File: config.mk
export PLATFORM = sky130hd
export DESIGN_NAME = mx_core
export DESIGN_NICKNAME = d
export VERILOG_FILES = /design/src/rtl/mx_pkg.sv /design/src/rtl/mx_core.sv /design/src/rtl/mx_alu.sv
export SDC_FILE = /design/constraint.sdc
export NUM_CORES = 1
export LEC_CHECK = 0
export BUFFER_PORTS_ARGS = -buffer_cell sky130_fd_sc_hd__buf_2
export CAP_MARGIN = 20
export CORE_MARGIN = 8
export CORE_UTILIZATION = 60
export CTS_CLUSTER_SIZE = 30
export DETAILED_ROUTE_END_ITERATION = 10
export PLACE_DENSITY = 0.76
export SYNTH_ARGS = -nofsm -noshare
export SYNTH_HDL_FRONTEND = slang
export SYNTH_HIERARCHICAL = 1
export SYNTH_SLANG_ARGS = --single-unit
File: constraint.sdc
create_clock -name mclk -period 10.9 [get_ports mclk]
set_clock_uncertainty 0.2 [all_clocks]
set_input_delay 0 -clock mclk [delete_from_list [all_inputs] [get_ports mclk]]
set_output_delay 0 -clock mclk [all_outputs]
set_load 0.005 [all_outputs]
File: src/rtl/mx_pkg.sv
// Package for the instruction-subset execution datapath
// Contract
// - Invert memory byte into accumulator, memory kept, only zero flag updated.
// - In-place increment or decrement of memory byte, stored back, zero flag only.
// - Increment or decrement into accumulator, memory kept, zero flag only.
// - Power-down stops execution, PC plus one, state kept, watchdog and prescaler cleared; here only the wdog_clear_r pulse, no prescaler exists.
// - Power-down sets power-down flag, clears watchdog expired flag, arithmetic flags kept.
// - Direct jump loads PC with instruction address, no flag changes.
// - Memory to accumulator copy, memory and flags unchanged.
// - Accumulator to memory copy, flags unchanged.
// - Bitwise union with memory or immediate, to accumulator or memory, zero flag only.
package mx_pkg;
  localparam int DATA_W = 8;
  localparam int PC_W   = 12;
  localparam int ADDR_W = 8;
  localparam logic [DATA_W-1:0] ACC_RST = 8'h00;
  localparam logic [PC_W-1:0]   PC_RST  = 12'h000;
  localparam logic [3:0]        BCD_MAX = 4'h9;
  localparam logic [3:0]        BCD_ADJ = 4'h6;

  typedef enum logic [3:0] {
    MX_IDLE_STEP   = 4'h0,
    MX_INVERT_ACC  = 4'h1,
    MX_BCD_CORR    = 4'h2,
    MX_ADD_ONE_MEM = 4'h3,
    MX_SUB_ONE_MEM = 4'h4,
    MX_ADD_ONE_ACC = 4'h5,
    MX_SUB_ONE_ACC = 4'h6,
    MX_POWER_DOWN  = 4'h7,
    MX_DIRECT_JUMP = 4'h8,
    MX_COPY_M2A    = 4'h9,
    MX_COPY_A2M    = 4'ha,
    MX_COPY_IMM    = 4'hb,
    MX_UNION_MEM   = 4'hc,
    MX_UNION_IMM   = 4'hd,
    MX_UNION_TOMEM = 4'he
  } mx_op_type;

  typedef struct packed {
    mx_op_type         op;
    logic [ADDR_W-1:0] addr;
    logic [DATA_W-1:0] imm;
    logic [PC_W-1:0]   target;
  } mx_instr_type;

  typedef struct packed {
    logic wdog_expired;
    logic power_down;
    logic signed_excess;
    logic zero;
    logic aux_carry;
    logic carry;
  } mx_flags_type;

  localparam mx_flags_type FLAGS_RST = '0;

  typedef enum logic [1:0] {
    MX_RUN   = 2'b00,
    MX_MEMRD = 2'b01,
    MX_EXEC  = 2'b11,
    MX_HALT  = 2'b10
  } mx_state_type;
endpackage

File: src/rtl/mx_core.sv
// Execution datapath top: data memory, accumulator, flags, PC and power-down
`timescale 1ns/1ps
module mx_core
  import mx_pkg::*;
#(
  parameter int MEM_DEPTH = 160
)
(
  input  logic              mclk,
  input  logic              rst_b,
  input  logic              instr_valid,
  input  mx_instr_type      instr,
  input  logic              wake,
  output logic              instr_ready,
  output logic [DATA_W-1:0] acc_r,
  output mx_flags_type      flags_r,
  output logic [PC_W-1:0]   pc_r,
  output logic              halted_r,
  output logic              wdog_clear_r,
  output logic              done_r
);
  logic [DATA_W-1:0] mem [MEM_DEPTH];
  mx_state_type      state_r;
  mx_instr_type      cur_r;
  logic [DATA_W-1:0] mem_rd_r;
  logic [DATA_W-1:0] result;
  logic              zero;
  logic              carry_nxt;
  logic              wake_s1_r;
  logic              wake_s2_r;
  logic              addr_ok;
  logic              zero_flag_r;
  logic              carry_flag_r;
  logic              pd_flag_r;
  logic              wdog_exp_flag_r;
  logic [1:0]        kept_flags_r;

  assign addr_ok = (cur_r.addr < ADDR_W'(MEM_DEPTH));

  // Overflow and half carry share one register, every other flag has its own; the port only bundles them
  assign flags_r = '{wdog_expired:  wdog_exp_flag_r,
                     power_down:    pd_flag_r,
                     signed_excess: kept_flags_r[1],
                     zero:          zero_flag_r,
                     aux_carry:     kept_flags_r[0],
                     carry:         carry_flag_r};

  mx_alu u_alu (
    .op        (cur_r.op),
    .acc       (acc_r),
    .mem       (mem_rd_r),
    .imm       (cur_r.imm),
    .carry_in  (flags_r.carry),
    .result    (result),
    .zero      (zero),
    .carry_out (carry_nxt)
  );

  // Wake comes from outside the clock domain
  always_ff @(posedge mclk)
  begin
    if (!rst_b)
    begin
      wake_s1_r <= 1'b0;
      wake_s2_r <= 1'b0;
    end
    else
    begin
      wake_s1_r <= wake;
      wake_s2_r <= wake_s1_r;
    end
  end

  // Sequencer: take, read memory, execute; halt waits for wake
  always_ff @(posedge mclk)
  begin
    if (!rst_b)
    begin
      state_r     <= MX_RUN;
      cur_r       <= '0;
      instr_ready <= 1'b0;
    end
    else
    begin
      case (state_r)
        MX_RUN:
        begin
          instr_ready <= 1'b1;
          if (instr_valid && instr_ready)
          begin
            cur_r       <= instr;
            state_r     <= MX_MEMRD;
            instr_ready <= 1'b0;
          end
        end
        MX_MEMRD: state_r <= MX_EXEC;
        MX_EXEC:  state_r <= (cur_r.op == MX_POWER_DOWN) ? MX_HALT : MX_RUN;
        MX_HALT:
        if (wake_s2_r)
          state_r <= MX_RUN;
        default:  state_r <= MX_RUN;
      endcase
    end
  end

  // Memory read is registered so the result path has a full cycle
  always_ff @(posedge mclk)
  begin
    if (!rst_b)
      mem_rd_r <= 8'h00;
    else if (state_r == MX_MEMRD)
      mem_rd_r <= addr_ok ? mem[cur_r.addr] : 8'h00;
  end

  // Memory holds no reset; power-down keeps its contents
  always_ff @(posedge mclk)
  begin
    if (state_r == MX_EXEC && addr_ok)
    begin
      case (cur_r.op)
        MX_ADD_ONE_MEM, MX_SUB_ONE_MEM: mem[cur_r.addr] <= result;
        MX_BCD_CORR:    mem[cur_r.addr] <= result;
        MX_COPY_A2M:    mem[cur_r.addr] <= result;
        MX_UNION_TOMEM: mem[cur_r.addr] <= result;
        default: ;
      endcase
    end
  end

  always_ff @(posedge mclk)
  begin
    if (!rst_b)
      acc_r <= ACC_RST;
    else if (state_r == MX_EXEC)
    begin
      case (cur_r.op)
        MX_INVERT_ACC:  acc_r <= result;
        MX_ADD_ONE_ACC, MX_SUB_ONE_ACC: acc_r <= result;
        MX_COPY_M2A:    acc_r <= result;
        MX_COPY_IMM:    acc_r <= result;
        MX_UNION_MEM, MX_UNION_IMM: acc_r <= result;
        default: ;
      endcase
    end
  end

  always_ff @(posedge mclk)
  begin
    if (!rst_b)
      zero_flag_r <= FLAGS_RST.zero;
    else if (state_r == MX_EXEC)
    begin
      case (cur_r.op)
        MX_INVERT_ACC, MX_ADD_ONE_MEM, MX_SUB_ONE_MEM, MX_ADD_ONE_ACC, MX_SUB_ONE_ACC,
        MX_UNION_MEM, MX_UNION_IMM, MX_UNION_TOMEM:
          zero_flag_r <= zero;
        default: ;
      endcase
    end
  end

  always_ff @(posedge mclk)
  begin
    if (!rst_b)
      carry_flag_r <= FLAGS_RST.carry;
    else if (state_r == MX_EXEC && cur_r.op == MX_BCD_CORR)
      carry_flag_r <= carry_nxt;
  end

  // Nothing in this subset sets the expiry flag; power-down only clears it
  always_ff @(posedge mclk)
  begin
    if (!rst_b)
    begin
      pd_flag_r       <= FLAGS_RST.power_down;
      wdog_exp_flag_r <= FLAGS_RST.wdog_expired;
    end
    else if (state_r == MX_EXEC && cur_r.op == MX_POWER_DOWN)
    begin
      pd_flag_r       <= 1'b1;
      wdog_exp_flag_r <= 1'b0;
    end
  end

  // No op of this subset touches overflow or half carry, so they keep their reset value
  always_ff @(posedge mclk)
  begin
    if (!rst_b)
      kept_flags_r <= {FLAGS_RST.signed_excess, FLAGS_RST.aux_carry};
  end

  always_ff @(posedge mclk)
  begin
    if (!rst_b)
      pc_r <= PC_RST;
    else if (state_r == MX_EXEC)
    begin
      if (cur_r.op == MX_DIRECT_JUMP)
        pc_r <= cur_r.target;
      else
        pc_r <= pc_r + 12'h001;
    end
  end

  always_ff @(posedge mclk)
  begin
    if (!rst_b)
      done_r <= 1'b0;
    else
      done_r <= (state_r == MX_EXEC);
  end

  always_ff @(posedge mclk)
  begin
    if (!rst_b)
      wdog_clear_r <= 1'b0;
    else
      wdog_clear_r <= (state_r == MX_EXEC) && (cur_r.op == MX_POWER_DOWN);
  end

  // Level output: raised with the power-down result, dropped once wake is seen
  always_ff @(posedge mclk)
  begin
    if (!rst_b)
      halted_r <= 1'b0;
    else if (state_r == MX_EXEC)
      halted_r <= (cur_r.op == MX_POWER_DOWN);
    else
      halted_r <= (state_r == MX_HALT) && !wake_s2_r;
  end
endmodule

File: src/rtl/mx_alu.sv
// Combinational result and flag unit for the instruction subset
`timescale 1ns/1ps
module mx_alu
  import mx_pkg::*;
(
  input  mx_op_type         op,
  input  logic [DATA_W-1:0] acc,
  input  logic [DATA_W-1:0] mem,
  input  logic [DATA_W-1:0] imm,
  input  logic              carry_in,
  output logic [DATA_W-1:0] result,
  output logic              zero,
  output logic              carry_out
);
  logic [4:0] lo_sum;
  logic [4:0] hi_sum;
  logic       lo_carry;

  // Low nibble carry feeds the high nibble decision
  always_comb
  begin
    lo_carry = (acc[3:0] > BCD_MAX);
    lo_sum   = lo_carry ? ({1'b0, acc[3:0]} + {1'b0, BCD_ADJ}) : {1'b0, acc[3:0]};
    hi_sum   = {1'b0, acc[7:4]} + {4'h0, lo_carry | lo_sum[4]};
    if ((hi_sum > {1'b0, BCD_MAX}) || carry_in)
      hi_sum = hi_sum + {1'b0, BCD_ADJ};
  end

  always_comb
  begin
    result    = acc;
    carry_out = carry_in;
    case (op)
      MX_INVERT_ACC:  result = ~mem;
      MX_BCD_CORR:
      begin
        result    = {hi_sum[3:0], lo_sum[3:0]};
        carry_out = hi_sum[4] | carry_in | (hi_sum[3:0] < acc[7:4]);
      end
      MX_ADD_ONE_MEM, MX_ADD_ONE_ACC: result = mem + 8'h01;
      MX_SUB_ONE_MEM, MX_SUB_ONE_ACC: result = mem - 8'h01;
      MX_COPY_M2A:    result = mem;
      MX_COPY_A2M:    result = acc;
      MX_COPY_IMM:    result = imm;
      MX_UNION_MEM, MX_UNION_TOMEM: result = acc | mem;
      MX_UNION_IMM:   result = acc | imm;
      default:        result = acc;
    endcase
  end

  assign zero = (result == 8'h00);
endmodule

==> impl_metrics.py <==
metrics = {
    "die": {
        "core-area_um2": 91100,
        "design.die.area_um2": 101000,
        "die_w_um": 318,
        "ios": 66,
        "initial_core_util": 0.602,
        "rows": 111,
        "die-height_um": 318,
    },
    "cts": {
        "cts_setup_buffers": 0,
        "hold_buffers": 90,
        "cts_htree_levels": 4,
        "path_clk_slew_ns": 0.06,
        "insertion_delay_ns": 0.74,
        "numCtsBuffers": 134,
        "cts_resized": 0,
        "cts_tree": "yes",
        "cts_buffer_depth": 3,
        "clock-root-buffer": "clkbuf_16",
        "clock-sinks": 1359,
    },
    "timing": {
        "setup_violations": 0,
        "finalCritPeriodShare": 0.465,
        "period_needed_ns": 5.07,
        "worstMarginPinSlew_ns": 1.17,
        "rsz0062_at_grt": "false",
        "whs_ns": 0.0110,
        "relSlewSlack": 0.218,
        "hold_violations": 0,
        "drv_slew": 0,
        "finalSetupTns_ns": 0,
        "max_clock_freq_ghz": 0.197,
    },
    "cells_and_area": {
        "seq_area_um2": 40000,
        "n_fill_cell": 5653,
        "drive_gt1_frac": 0.171,
        "multi_input_area_um2": 13700,
        "syn2layout_area_growth_pct": 12.0,
        "final_net_count": 3328,
        "fin_area_um2": 61400,
    },
    "synthesis": {
        "netlist_instances": 3129,
        "synth_top_area_frac": 0.701,
        "syn_area_per_cell_um2": 17.5,
        "async_flop_share": 0,
        "yosys_warnings": 6,
        "synth_seq_cells": 1359,
        "synth_common_cells": "edfxtp_1 (1280), mux4_2 (231), nor2_1 (230), mux2i_1 (225), nand2_1 (162)",
        "synth_edf_count": 1280,
        "yosysUniqueCellTypes": 72,
        "synth_top_area_cell": "edfxtp_1",
        "yosysMostFrequentCell": "edfxtp_1",
        "synthTopCellsByArea": "edfxtp_1 (70%), mux4_2 (9.5%), mux2i_1 (4.1%)",
        "synth_flop_cell": "edfxtp_1",
        "syn_area_um2": 54800,
        "synth.yosys.seq_area_share": 0.730,
    },
    "power_and_ir_drop": {
        "leakagePower_uw": 0.0192,
        "power.density_nw_per_um2": 182,
        "worst_ir_drop_vdd_mv": 0.152,
    },
    "placement": {
        "dpl.hpwl_mm": 83.6,
        "io_buffers": 62,
        "gp_congestion": 0.901,
        "postPlaceCellArea_um2": 56000,
    },
    "setup_path": {
        "cp.arrival_ns": 5.23,
        "crit_type": "register to register",
        "end_kind": "register",
        "cp_max_fo": 100,
        "cp-start-kind": "register",
        "worst_ep_required_time_ns": 11.06,
    },
    "grt": {
        "antenna_found_initial": 2,
        "grt_max_degree": 135,
        "grt_pass1_wl_mm": 207,
        "grt_use_total": 0.274,
        "grt_pass1_vias": 31000,
        "grt.overflow.total": 0,
    },
    "route": {
        "first_pass_iters": 6,
        "vias": 31000,
        "drtIter0Drc": 4678,
        "drc_errors": 0,
        "detail-route-antenna-nets": 0,
        "routedWlPerCell_um": 31.0,
        "drt_wl_total_mm": 142,
        "met2_length_mm": 67.4,
        "maxUsedRoutingLayer": "met5",
        "wl_met3_mm": 15.5,
        "drt-met1-wl_mm": 52.1,
        "viasPerCell": 6.79,
    },
    "run": {
        "drv_cap": 0,
    },
    "outcome": {
        "outcome": "completed",
    },
    "worst_hold_path": {
        "min_path_type": "input pin to register",
    },
}
==> cells in the final DEF (no fill, tap or decap), drive strengths merged, types with 17 or more instances in the layout <==
cell	instances
mux4	231
mux2i	225
nand2b	17
nand2	162
nor4	40
buf	117
dfxtp	79
clkinv	47
a21boi	33
o21ai	83
clkbuf	181
nor2	230
nor2b	29
dlygate4sd3	90
edfxtp	1280
o22ai	47
o221ai	54
inv	27
a21oi	84
nand3	22
a211oi	25
nor3	80
==> area by class of cell <==
| class | count | share of cell area |
|---|---|---|
| diodes | 2 | 0.0000815 |
| clock buffers | 181 | 0.0608 |
| clock inverters | 65 | 0.0106 |
| inverters | 21 | 0.00128 |
| multi-input cells | 1554 | 0.223 |
| flip-flops and latches | 1359 | 0.652 |
| well taps | 1186 | 0.0242 |
| repair buffers | 207 | 0.0279 |
==> path summary, 6_finish.rpt <==
check | from | endpoint | slack [ns] | cells past startpoint
setup / recovery | acc_r[3] | mem[65][5] | 5.83 | 14
setup reg to reg | acc_r[3] | mem[65][5] | 5.83 | 14
hold / removal | instr[27] | register | 0.01 | 4
hold reg to reg | wake_s1_r | wake_s2_r | 0.24 | 1
==> sequential cells by signal, indices dropped and copies added, names as in the netlist, named ones only <==
register and flops:
wake_s1_r 1, zero_flag_r 1, wdog_clear_r 1, state_r 2, cur_r 32, mem 1280
mem_rd_r 8, instr_ready 1, pc_r 12, pd_flag_r 1, halted_r 1, acc_r 8
carry_flag_r 1, wake_s2_r 1, done_r 1
==> routing by layer <==
| layer | vias to the layer above | GRT usage |
|---|---|---|
| met5 | - | 0 |
| met4 | 2 | 0.118 |
| met3 | 426 | 0.0642 |
| met2 | 2060 | 0.435 |
| met1 | 15700 | 0.366 |
| li1 | 12900 | - |
==> logic make-up (layout without fill, tap and decap cells) <==
group,Yosys count,after routing,share of synthesized area
compound gates,417,417,0.0506
xor+xnor,9,9,0.00144
fa+ha+maj,17,17,0.00411
buf+inv,218,474,0.0217
flops,1359,1359,0.730
mux,469,469,0.139
other cells,1,5,0.0000684
simple gates,639,639,0.0536
==> critical path: stages, from the launching register on <==
cell	delay (ns)
dfxtp_1	0.40
o21ai_0	0.21
inv_1	0.10
ha_1	0.25
ha_1	0.38
nor2b_1	0.12
a211o_1	0.30
o21ai_0	0.14
o21ai_0	0.18
fa_1	0.57
nand2_1	0.06
o21ai_0	0.09
a32o_1	0.17
a221o_4	0.54
buf_4	0.91
==> per-stage QoR <==
stage	setup slack, ns	instances	power [µW]	utilization
after global routing	5.58	4573	11400	0.674
after floorplan	3.10	3131	6410	-
after CTS	5.94	4567	11200	0.673
after detailed placement	5.97	4231	6630	0.615
after global placement	5.96	4231	6600	0.615
final	5.83	4575	11200	0.674
==> power by group <==
group          switching [µW]  total, µW  internal [µW]
clock                    1950       4620           2680
sequential               33.8       5850           5820
combinational             484        714            230
Power figures use the tool's default switching activity.
